**config.mk**
```make
export PLATFORM = sky130hd
export DESIGN_NAME = mtc_core
export DESIGN_NICKNAME = d
export VERILOG_FILES = /design/src/hdl/mtc_core.v
export VERILOG_INCLUDE_DIRS = /design/src /design/src/hdl
export SDC_FILE = /design/constraint.sdc
export NUM_CORES = 1
export LEC_CHECK = 0
export ABC_AREA = 1
export BUFFER_PORTS_ARGS = -buffer_cell sky130_fd_sc_hd__buf_2
export CELL_PAD_IN_SITES_DETAIL_PLACEMENT = 0
export CELL_PAD_IN_SITES_GLOBAL_PLACEMENT = 1
export CORE_MARGIN = 4
export CORE_UTILIZATION = 39
export DETAILED_ROUTE_END_ITERATION = 7
export PLACE_DENSITY = 0.79
export SKIP_LAST_GASP = 1
export SLEW_MARGIN = 20
export SYNTH_ARGS = -nofsm -noshare
export SYNTH_HDL_FRONTEND = slang
export SYNTH_SLANG_ARGS = --single-unit
```
**constraint.sdc**
```tcl
create_clock -name clk_in -period 2.1 [get_ports clk_in]
set_input_delay 0.105 -clock clk_in [delete_from_list [all_inputs] [get_ports clk_in]]
set_output_delay 0.105 -clock clk_in [all_outputs]
set_load 0.02 [all_outputs]
```
**src/hdl/mtc_consts.vh**
```
// Purpose: constants for the modulo timer core
// Assumes: byte addresses on the Avalon bus, one 32-bit word per register
// Notes:   8-bit registers sit in the low byte, upper bits read as zero
`ifndef MTC_CONSTS_VH
`define MTC_CONSTS_VH

// register byte offsets
`define MTC_OFF_CTRL     8'h00
`define MTC_OFF_CNT_HI   8'h04
`define MTC_OFF_CNT_LO   8'h08
`define MTC_OFF_PER_HI   8'h0c
`define MTC_OFF_PER_LO   8'h10
`define MTC_OFF_BRK      8'h14
`define MTC_OFF_CH_CTL   8'h20
`define MTC_OFF_CH_VHI   8'h40
`define MTC_OFF_CH_VLO   8'h44
`define MTC_CH_CTL_STEP  8'h04
`define MTC_CH_VAL_STEP  8'h08

// control/status fields
`define MTC_B_OVF        7
`define MTC_B_OVF_IE     6
`define MTC_B_HALT       5
`define MTC_B_CLEAR      4
`define MTC_F_PS_HI      2
`define MTC_F_PS_LO      0
`define MTC_PS_EXT       3'h7
`define MTC_CTRL_RST     8'h20

// channel control fields
`define MTC_B_CH_FLAG    7
`define MTC_B_CH_IE      6
`define MTC_B_CH_MSB     5
`define MTC_B_CH_MSA     4
`define MTC_F_ELS_HI     3
`define MTC_F_ELS_LO     2
`define MTC_B_CH_TOV     1
`define MTC_B_CH_MAX     0
`define MTC_ELS_TOGGLE   2'h1
`define MTC_ELS_CLEAR    2'h2
`define MTC_ELS_SET      2'h3

// reset values
`define MTC_PERIOD_RST   16'hffff
`define MTC_CNT_RST      16'h0000

`endif

```
**src/hdl/mtc_core.v**
```verilog
// Purpose: 16-bit modulo up-counter timer with six channels on Avalon-MM
// Assumes: one clock clk_in; pins and mode inputs synchronous to it
// Notes:   read side effects at the accept edge, writes at the release edge
//
// Behaviour
// RL1: counter at period sets flag, restarts zero
// RL2: flag clears by read-set then zero write
// RL3: writing one keeps flag; reset clears it
// RL4: overflow request when flag and enable set
// RL5: channel event sets flag; enable gates request
// RL6: halt bit freezes counter; reset sets it
// RL7: halt blocks input captures
// RL8: clear bit zeroes counter and prescaler, self-clears
// RL9: halt plus clear leaves counter at zero
// RL10: clock select: divided bus clock or pin
// RL11: external clock kept below bus rate half
// RL12: selected clock pin forced to input
// RL13: high read latches low byte until read
// RL14: period high write suppresses overflow until low
// RL15: reset sets both period bytes
// RL16: software clears counter before period writes
// RL17: wait mode: runs, no access, requests wake
// RL18: stop mode freezes timer, keeps state
// RL19: break halts counter and blocks captures
// RL20: break protects flags unless clear enable
// RL21: six channels, even ones bufferable
// RL22: channel flag clears by read then zero
// RL23: everything on bus clock, pin edge detected
//
// Decided for this implementation: the Avalon-MM slave port and the register addresses.
`timescale 1ns/10ps
`include "mtc_consts.vh"

module mtc_core #(
  parameter CH_N = 6
) (
  input  wire          clk_in,
  input  wire          rst_b_in,
  input  wire [7:0]    avs_address_in,
  input  wire          avs_read_in,
  input  wire          avs_write_in,
  input  wire [31:0]   avs_writedata_in,
  input  wire [3:0]    avs_byteenable_in,
  output wire [31:0]   avs_readdata_out,
  output wire          avs_waitrequest_out,
  input  wire          ext_count_clock_in,
  input  wire [CH_N-1:0] channel_pin_in,
  output wire [CH_N-1:0] channel_pin_out,
  output wire [CH_N-1:0] channel_pin_oe_out,
  output wire          ext_clock_is_input_out,
  input  wire          wait_mode_in,
  input  wire          stop_mode_in,
  input  wire          break_in,
  output wire          overflow_irq_out,
  output wire [CH_N-1:0] channel_irq_out,
  output wire          wake_out
);

  function match;
    input [7:0] a;
    input [7:0] off;
    begin
      match = (a[7:2] == off[7:2]);
    end
  endfunction

  // prescaler bits that must all be one for a tick
  function [6:0] div_mask;
    input [2:0] ps;
    begin
      case (ps)
        3'h0:    div_mask = 7'h00;
        3'h1:    div_mask = 7'h01;
        3'h2:    div_mask = 7'h03;
        3'h3:    div_mask = 7'h07;
        3'h4:    div_mask = 7'h0f;
        3'h5:    div_mask = 7'h1f;
        3'h6:    div_mask = 7'h3f;
        default: div_mask = 7'h7f;
      endcase
    end
  endfunction

  reg          wait_q;
  reg  [31:0]  rdata_q;
  reg  [7:0]   rmux;
  reg          ovf_q;
  reg          ovf_ie_q;
  reg          halt_q;
  reg  [2:0]   ps_q;
  reg          ovf_arm_q;
  reg  [15:0]  cnt_q;
  reg  [6:0]   presc_q;
  reg  [15:0]  per_q;
  reg          per_inh_q;
  reg  [7:0]   lo_latch_q;
  reg          latched_q;
  reg          bce_q;
  reg          ext_s1_q;
  reg          ext_s2_q;
  reg          ext_s3_q;
  reg          ovf_irq_q;
  reg  [CH_N-1:0] ch_irq_q;
  reg          wake_q;
  reg          ext_in_q;

  wire [8*CH_N-1:0]  ch_ctl_w;
  wire [16*CH_N-1:0] ch_val_w;
  wire [CH_N-1:0]    ch_msb_w;
  wire [CH_N-1:0]    ch_out_w;
  wire [CH_N-1:0]    ch_oe_w;

  // wait mode completes accesses with no effect and zero read data
  wire req      = (avs_read_in | avs_write_in) & ~wait_mode_in; // RL17
  wire rd_acc   = avs_read_in & wait_q & ~wait_mode_in;
  wire wr_go    = avs_write_in & ~wait_q & ~wait_mode_in;
  wire wr_b0    = wr_go & avs_byteenable_in[0];
  wire [7:0] wd = avs_writedata_in[7:0];
  wire brk_lock = break_in & ~bce_q; // RL20

  wire wr_ctrl  = wr_b0 & match(avs_address_in, `MTC_OFF_CTRL);
  wire rd_ctrl  = rd_acc & match(avs_address_in, `MTC_OFF_CTRL);
  wire clr_wr   = wr_ctrl & wd[`MTC_B_CLEAR];

  // timer clock: divided bus clock or edge of the pin
  wire ext_rise = ext_s2_q & ~ext_s3_q; // RL23
  wire tick     = (ps_q == `MTC_PS_EXT) ? ext_rise :
                  ((presc_q & div_mask(ps_q)) == div_mask(ps_q)); // RL10
  wire run      = ~halt_q & ~break_in & ~stop_mode_in; // RL6 RL18 RL19
  wire at_per   = (cnt_q == per_q);
  wire ovf_ev   = run & tick & at_per & ~clr_wr;
  wire ovf_set  = ovf_ev & ~per_inh_q; // RL14

  assign avs_waitrequest_out    = wait_q;
  assign avs_readdata_out       = rdata_q;
  assign overflow_irq_out       = ovf_irq_q;
  assign channel_irq_out        = ch_irq_q;
  assign wake_out               = wake_q;
  assign ext_clock_is_input_out = ext_in_q;

  // one wait cycle: data stands from the accept edge onward
  always @(posedge clk_in) begin
    if (!rst_b_in) begin
      wait_q  <= 1'b1;
      rdata_q <= 32'h0000_0000;
    end else if ((avs_read_in | avs_write_in) & wait_q) begin
      wait_q  <= 1'b0;
      rdata_q <= {24'h00_0000, (req ? rmux : 8'h00)};
    end else begin
      wait_q  <= 1'b1;
    end
  end

  integer k, n;
  always @* begin
    rmux = 8'h00;
    if (match(avs_address_in, `MTC_OFF_CTRL))
      rmux = {ovf_q, ovf_ie_q, halt_q, 2'b00, ps_q}; // RL8
    else if (match(avs_address_in, `MTC_OFF_CNT_HI))
      rmux = cnt_q[15:8];
    else if (match(avs_address_in, `MTC_OFF_CNT_LO))
      rmux = latched_q ? lo_latch_q : cnt_q[7:0]; // RL13
    else if (match(avs_address_in, `MTC_OFF_PER_HI))
      rmux = per_q[15:8];
    else if (match(avs_address_in, `MTC_OFF_PER_LO))
      rmux = per_q[7:0];
    else if (match(avs_address_in, `MTC_OFF_BRK))
      rmux = {7'h00, bce_q};
    for (k = 0; k < CH_N; k = k + 1) begin
      if (match(avs_address_in, `MTC_OFF_CH_CTL + k[7:0] * `MTC_CH_CTL_STEP))
        rmux = ch_ctl_w[8*k +: 8];
      if (match(avs_address_in, `MTC_OFF_CH_VHI + k[7:0] * `MTC_CH_VAL_STEP))
        rmux = ch_val_w[16*k+8 +: 8];
      if (match(avs_address_in, `MTC_OFF_CH_VLO + k[7:0] * `MTC_CH_VAL_STEP))
        rmux = ch_val_w[16*k +: 8];
    end
  end

  always @(posedge clk_in) begin
    if (!rst_b_in) begin
      ovf_ie_q <= 1'b0; // RL4
      halt_q   <= 1'b1; // RL6
      ps_q     <= 3'h0; // RL10
      bce_q    <= 1'b0;
    end else begin
      if (wr_ctrl) begin
        ovf_ie_q <= wd[`MTC_B_OVF_IE];
        halt_q   <= wd[`MTC_B_HALT];
        ps_q     <= wd[`MTC_F_PS_HI:`MTC_F_PS_LO];
      end
      if (wr_b0 & match(avs_address_in, `MTC_OFF_BRK))
        bce_q <= wd[0];
    end
  end

  // overflow flag: set wins over a clear in the same cycle
  always @(posedge clk_in) begin
    if (!rst_b_in) begin
      ovf_q     <= 1'b0; // RL3
      ovf_arm_q <= 1'b0;
    end else if (ovf_set) begin
      ovf_q     <= 1'b1; // RL1
      ovf_arm_q <= 1'b0; // RL2
    end else if (brk_lock) begin
      ovf_q     <= ovf_q; // RL20
    end else if (rd_ctrl & ovf_q) begin
      ovf_arm_q <= 1'b1; // RL2
    end else if (wr_ctrl & ~wd[`MTC_B_OVF] & ovf_arm_q) begin
      ovf_q     <= 1'b0; // RL2 RL3
      ovf_arm_q <= 1'b0;
    end
  end

  // counter and prescaler
  always @(posedge clk_in) begin
    if (!rst_b_in) begin
      cnt_q   <= `MTC_CNT_RST; // RL13
      presc_q <= 7'h00;
    end else if (clr_wr) begin
      cnt_q   <= `MTC_CNT_RST; // RL8 RL9
      presc_q <= 7'h00; // RL8
    end else if (run) begin
      presc_q <= presc_q + 7'h01;
      if (tick)
        cnt_q <= at_per ? `MTC_CNT_RST : cnt_q + 16'h0001; // RL1
    end
  end

  // pin synchroniser; the second and third stages feed the edge detector
  always @(posedge clk_in) begin
    if (!rst_b_in) begin
      ext_s1_q <= 1'b0;
      ext_s2_q <= 1'b0;
      ext_s3_q <= 1'b0;
    end else if (~stop_mode_in) begin
      ext_s1_q <= ext_count_clock_in; // RL23
      ext_s2_q <= ext_s1_q;
      ext_s3_q <= ext_s2_q; // RL11
    end
  end

  // period registers and low-byte latch of the counter
  always @(posedge clk_in) begin
    if (!rst_b_in) begin
      per_q      <= `MTC_PERIOD_RST; // RL15
      per_inh_q  <= 1'b0;
      lo_latch_q <= 8'h00;
      latched_q  <= 1'b0;
    end else begin
      if (wr_b0 & match(avs_address_in, `MTC_OFF_PER_HI)) begin
        per_q[15:8] <= wd;
        per_inh_q   <= 1'b1; // RL14
      end
      if (wr_b0 & match(avs_address_in, `MTC_OFF_PER_LO)) begin
        per_q[7:0] <= wd;
        per_inh_q  <= 1'b0; // RL14
      end
      if (clr_wr)
        latched_q <= 1'b0;
      else if (rd_acc & match(avs_address_in, `MTC_OFF_CNT_HI) & ~latched_q) begin
        lo_latch_q <= cnt_q[7:0]; // RL13
        latched_q  <= 1'b1;
      end else if (rd_acc & match(avs_address_in, `MTC_OFF_CNT_LO))
        latched_q <= 1'b0; // RL13
    end
  end

  // request lines, all registered
  always @(posedge clk_in) begin
    if (!rst_b_in) begin
      ovf_irq_q <= 1'b0;
      ch_irq_q  <= {CH_N{1'b0}};
      wake_q    <= 1'b0;
      ext_in_q  <= 1'b0;
    end else begin
      ovf_irq_q <= ovf_q & ovf_ie_q; // RL4
      for (n = 0; n < CH_N; n = n + 1)
        ch_irq_q[n] <= ch_ctl_w[8*n+`MTC_B_CH_FLAG] & ch_ctl_w[8*n+`MTC_B_CH_IE]; // RL5
      wake_q    <= wait_mode_in & ((ovf_q & ovf_ie_q) | (|ch_irq_q)); // RL17
      ext_in_q  <= (ps_q == `MTC_PS_EXT); // RL12
    end
  end

  genvar i;
  generate
    for (i = 0; i < CH_N; i = i + 1) begin : g_ch // RL21
      reg  [7:0]  ctl_q;
      reg  [15:0] val_q;
      reg         arm_q;
      reg         out_q;
      reg         oe_q;
      reg         pin_q;
      reg         sel_q;
      reg         pend_q;
      reg         cap_inh_q;
      reg         cmp_inh_q;
      wire [31:0] a_ctl = `MTC_OFF_CH_CTL + i * `MTC_CH_CTL_STEP;
      wire [31:0] a_vhi = `MTC_OFF_CH_VHI + i * `MTC_CH_VAL_STEP;
      wire [31:0] a_vlo = `MTC_OFF_CH_VLO + i * `MTC_CH_VAL_STEP;
      wire [31:0] a_phi = `MTC_OFF_CH_VHI + (i ^ 1) * `MTC_CH_VAL_STEP;
      wire [31:0] a_plo = `MTC_OFF_CH_VLO + (i ^ 1) * `MTC_CH_VAL_STEP;
      wire       odd   = (i % 2) == 1;
      // odd channel is swallowed by its buffered even partner
      wire       dis   = odd & ch_msb_w[i ^ 1];
      wire [1:0] els   = ctl_q[`MTC_F_ELS_HI:`MTC_F_ELS_LO];
      wire       on    = (els != 2'h0) & ~dis;
      wire       cap_m = on & ~ctl_q[`MTC_B_CH_MSB] & ~ctl_q[`MTC_B_CH_MSA];
      wire       cmp_m = on & (ctl_q[`MTC_B_CH_MSB] | ctl_q[`MTC_B_CH_MSA]);
      wire       rise  = channel_pin_in[i] & ~pin_q;
      wire       fall  = ~channel_pin_in[i] & pin_q;
      wire       hit   = (els[0] & rise) | (els[1] & fall);
      wire [15:0] cmpv = (ctl_q[`MTC_B_CH_MSB] & sel_q) ? ch_val_w[16*(i^1) +: 16] : val_q;
      wire cap_ev = cap_m & hit & run & ~cap_inh_q; // RL7 RL19
      wire cmp_ev = cmp_m & run & tick & (cnt_q == cmpv) & ~cmp_inh_q;
      wire ev     = cap_ev | cmp_ev; // RL5
      wire w_ctl  = wr_b0 & match(avs_address_in, a_ctl[7:0]);
      wire w_vhi  = wr_b0 & match(avs_address_in, a_vhi[7:0]);
      wire w_vlo  = wr_b0 & match(avs_address_in, a_vlo[7:0]);
      wire w_pair = wr_b0 & ~odd &
                    (match(avs_address_in, a_phi[7:0]) | match(avs_address_in, a_plo[7:0]));

      assign ch_ctl_w[8*i +: 8]  = ctl_q;
      assign ch_val_w[16*i +: 16] = val_q;
      assign ch_msb_w[i] = ctl_q[`MTC_B_CH_MSB];
      assign channel_pin_out[i]    = out_q;
      assign channel_pin_oe_out[i] = oe_q;

      always @(posedge clk_in) begin
        if (!rst_b_in) begin
          ctl_q <= 8'h00;
          arm_q <= 1'b0;
        end else begin
          if (w_ctl) begin
            ctl_q[6:0] <= {wd[6], wd[5] & ~odd, wd[4:0]};
          end
          if (ev & ~dis) begin
            ctl_q[`MTC_B_CH_FLAG] <= 1'b1; // RL5
            arm_q <= 1'b0; // RL22
          end else if (brk_lock) begin
            arm_q <= arm_q; // RL20
          end else if (rd_acc & match(avs_address_in, a_ctl[7:0]) & ctl_q[`MTC_B_CH_FLAG]) begin
            arm_q <= 1'b1; // RL22
          end else if (w_ctl & ~wd[`MTC_B_CH_FLAG] & arm_q) begin
            ctl_q[`MTC_B_CH_FLAG] <= 1'b0; // RL22
            arm_q <= 1'b0;
          end
        end
      end

      // value register: capture beats a software write
      always @(posedge clk_in) begin
        if (!rst_b_in) begin
          val_q     <= 16'h0000;
          cap_inh_q <= 1'b0;
          cmp_inh_q <= 1'b0;
          pin_q     <= 1'b0;
        end else begin
          if (~stop_mode_in)
            pin_q <= channel_pin_in[i];
          if (cap_ev)
            val_q <= cnt_q; // RL5
          else if (w_vhi)
            val_q[15:8] <= wd;
          else if (w_vlo)
            val_q[7:0] <= wd;
          // high-byte access blocks the channel until the low byte
          if (rd_acc & match(avs_address_in, a_vhi[7:0]) & cap_m)
            cap_inh_q <= 1'b1;
          else if (rd_acc & match(avs_address_in, a_vlo[7:0]))
            cap_inh_q <= 1'b0;
          if (w_vhi & ~cap_m)
            cmp_inh_q <= 1'b1;
          else if (w_vlo)
            cmp_inh_q <= 1'b0;
        end
      end

      // pin drive; overflow toggle takes precedence over compare
      always @(posedge clk_in) begin
        if (!rst_b_in) begin
          out_q  <= 1'b1;
          oe_q   <= 1'b0;
          sel_q  <= 1'b0;
          pend_q <= 1'b0;
        end else begin
          oe_q <= cmp_m;
          if (w_vhi | w_vlo)
            pend_q <= 1'b0;
          else if (w_pair)
            pend_q <= 1'b1; // RL21
          if (ovf_ev)
            sel_q <= pend_q;
          if (els == 2'h0 || dis)
            out_q <= ~ctl_q[`MTC_B_CH_MSA];
          else if (cmp_m) begin
            if (ctl_q[`MTC_B_CH_TOV] & ctl_q[`MTC_B_CH_MAX])
              out_q <= 1'b1;
            else if (ovf_ev & ctl_q[`MTC_B_CH_TOV])
              out_q <= ~out_q;
            else if (cmp_ev) begin
              case (els)
                `MTC_ELS_TOGGLE: out_q <= ~out_q;
                `MTC_ELS_CLEAR:  out_q <= 1'b0;
                `MTC_ELS_SET:    out_q <= 1'b1;
                default:         out_q <= out_q;
              endcase
            end
          end
        end
      end
    end
  endgenerate

endmodule

```
==> flow_summary.json <==
{
  "status": "finished with violations",
  "failed_checks": "negative setup slack",
  "path_clk_slew_ns": 0.06,
  "drv_slew": 0,
  "fin_ws_ns": -0.194,
  "synth_edf_count": 0,
  "path_class": "flip-flop to flip-flop",
  "powerDensity_nw_per_um2": 546,
  "tightest_slew_ns": 0.780,
  "dr.pass1.iters": 7,
  "ys_ff_latch": 260,
  "ctsLongestPathBuffers": 3,
  "areaGrowthSynthToFinish_pct": 41.8,
  "design_area_um2": 21800,
  "num_io_pins": 112,
  "cellLeakagePower_uw": 0.0104,
  "finalCriticalPeriod_ns": 2.29,
  "fillers": 3805,
  "grt-ovfl-total": 0,
  "total_power_uw": 11900,
  "wl_per_cell_um": 22.8,
  "rsz0062_at_grt": "true",
  "fp.coreArea_um2": 38700,
  "ant_nets": 0,
  "cap_violations": 0,
  "htreeDepth": 1,
  "multi_input_area_um2": 9020,
  "port_buffers": 58,
  "peakVddDrop_mv": 0.570,
  "clock_skew_ns": 0.0158,
  "hpwl_um": 57700,
  "worstPathRequired_ns": 2.62,
  "clock-root-buffer": "clkbuf_16",
  "design.die.area_um2": 42600,
  "die_height_um": 206,
  "yosys_warnings": 0,
  "die_x_um": 206,
  "grt_use_total": 0.343,
  "drt-total-wl_um": 76400,
  "synthCells": 2348,
  "worstHoldPathType": "input port to flip-flop",
  "initial_utilization": 0.396,
  "slew_headroom": 0.480,
  "clk_latency_ns": 0.60,
  "fmax_mhz": 436,
  "antenna_found_initial": 2,
  "grt_pass1_vias": 17100,
  "utilization": 0.562,
  "crit_fanout": 10,
  "vias": 18500,
  "synthArstFlopShare": 0,
  "crit_path_start_kind": "flip-flop",
  "ys_seq_area_frac": 0.339,
  "grt_max_degree": 115,
  "cts_tree": "built",
  "fin_crit_sh": 1.09,
  "drt_drc_violations_left": 0,
  "first_iter_violations": 2040,
  "synth.distinct_cells": 60,
  "area.sequential_um2": 5270,
  "syn_area_um2": 15300,
  "hold_viol": 0,
  "cts_buffers": 31,
  "synth_ff_type": "dfxtp_1",
  "setup_viol_count_final": 14,
  "placed_area_um2": 19200,
  "endpoint_kind": "flip-flop",
  "viasPerCell": 5.52,
  "antenna_cells": 0,
  "drive_above_1_share": 0.297,
  "nNetsFinal": 2869,
  "grt_pass1_wl_um": 109000,
  "place.gp.congestion": 1.04,
  "critPathArrivalTime_ns": 2.81,
  "avgSynthCellArea_um2": 6.54,
  "cts_num_sinks": 260,
  "num_rows": 72
}
-- per-stage QoR --
| stage | hold WS [ns] | std cells | setup TNS [ns] | setup slack, ns |
|---|---|---|---|---|
| floorplan | 0.257 | 2371 | 0 | 0.0853 |
| global placement | 0.357 | 3246 | -4.70 | -0.459 |
| detailed placement | 0.384 | 3246 | -4.88 | -0.380 |
| CTS | 0.0237 | 3332 | -0.537 | -0.114 |
| global route | 0.0721 | 3345 | -3.81 | -0.287 |
| finish | 0.0474 | 3345 | -1.28 | -0.194 |
-- layout make-up --
type,count,area share
clock inverter,23,0.0157
tap,518,0.0298
inverter,345,0.0607
clock buffer,34,0.0376
sequential,260,0.242
multi-input combinational,1631,0.414
timing repair buffer,534,0.200
-- worst max-delay path: stages, from the launching register on --
cell and delay, ns:
dfxtp_2 0.36, nand2_4 0.11, clkbuf_16 0.19, buf_4 0.13, o21ai_0 0.26, o22ai_1 0.12, a211oi_1 0.21, nand4_1 0.13
nor2_1 0.15, buf_4 0.16, a211oi_2 0.04, nor2_1 0.16, o21ai_1 0.09, o211ai_1 0.09
-- layer usage --
layer	up-vias	global-route usage	wire [um]
li1	8593	-	-
met1	8646	0.496	33200
met2	1055	0.474	29800
met3	166	0.115	10300
met4	2	0.119	2960
met5	-	0	13
-- power by group --
part           total [uW]  switching [uW]  internal [uW]
sequential           4950            11.5           4940
combinational         702             496            206
clock                6230            2450           3780
total               11900            2960           8930
-- logic make-up (layout without fill, tap and decap cells) --
family | count (synthesis) | in the layout | synth area share
xor gates and xnor gates | 68 | 68 | 0.0388
and+or+nand+nor | 967 | 967 | 0.275
adders and majority gates | 8 | 8 | 0.00652
DFF | 260 | 260 | 0.339
AOI/OAI and AO/OA | 560 | 560 | 0.208
other | 1 | 24 | 0.000244
muxes | 4 | 4 | 0.00269
buffers and inverters | 480 | 936 | 0.129
-- cell usage in the layout, fill, tap and decap left out, types with 36 or more instances in the layout --
cell type  Yosys  routed
buf_2         28      57
inv_1        313     296
o22ai_1       66      62
o21ai_0      241     195
nor2_1       225     212
nand2_2        8      36
a21oi_1      137     125
o21ai_1       16      43
nand3_1       83      73
dfxtp_1      260     229
nand2_1      508     474
xor2_1        55      55
buf_4         38     414
-- cell usage after synthesis (4+ instances only) --
cell       count  area [um^2]
o2111ai_1      5         43.8
o31ai_1        7         52.6
o22ai_1       66          413
a41oi_1        4         35.0
a31oi_1       11         68.8
xor2_1        55          482
buf_4         38          285
buf_2         28          140
nor3_1        34          170
nand2_2        8         50.1
and3_1         5         31.3
nor2_1       225          845
buf_1          9         33.8
a221oi_1       6         52.6
dfxtp_1      260         5200
inv_1        313         1170
clkinv_1      12         45.0
ha_1           8          100
xnor2_1       13          114
nor2_2        11         68.8
a21oi_1      137          686
nor2_4         6         67.6
nand4_1       35          219
nand3_1       83          415
o21ai_0      241         1210
or2_2         16          100
inv_2         19         71.3
o211ai_1      14          105
nor4_1        14         87.6
o21ai_1       16         80.1
nand2_1      508         1910
o221ai_1      27          236
a211oi_1       9         67.6
clkbuf_1      60          225
-- flip-flops by register name (all words and copies together), names as in the netlist, 6 cells and up --
signal / cells
g_ch.cap_inh_q: 6
channel_irq_out: 6
g_ch.cmp_inh_q: 6
g_ch.pin_q: 6
g_ch.arm_q: 6
g_ch.oe_q: 6
presc_q: 6
g_ch.val_q: 96
cnt_q: 16
lo_latch_q: 8
g_ch.out_q: 6
per_q: 16
avs_readdata_out: 8
g_ch.ctl_q: 45
-- what timing repair did --
item | CTS | global route
pin swaps | 45 | 68
endpoints found under the setup margin | 35 | 118
hold buffers | 15 | 0
cloned | 2 | 3
gates resized for setup | 145 | 175
hold endpoints to repair | 18 | 0
buffers inserted | 13 | 12
-- path summary, 6_finish.rpt --
kind	start	endpoint	slack, ns	cells past startpoint
setup reg to reg	g_ch[2].ctl_q[5]$_SDFFE_PN0P_	g_ch[2].out_q$_SDFFE_PN1P_	-0.19	13
hold / removal	rst_b_in	cnt_q[14]$_SDFFE_PP0P_	0.05	5
setup / recovery	g_ch[2].ctl_q[5]$_SDFFE_PN0P_	g_ch[2].out_q$_SDFFE_PN1P_	-0.19	13
hold reg to reg	g_ch[4].ctl_q[7]$_SDFFE_PN0P_	channel_irq_out[4]$_SDFF_PN0_	0.44	2
(Power assumes the default switching activity.)
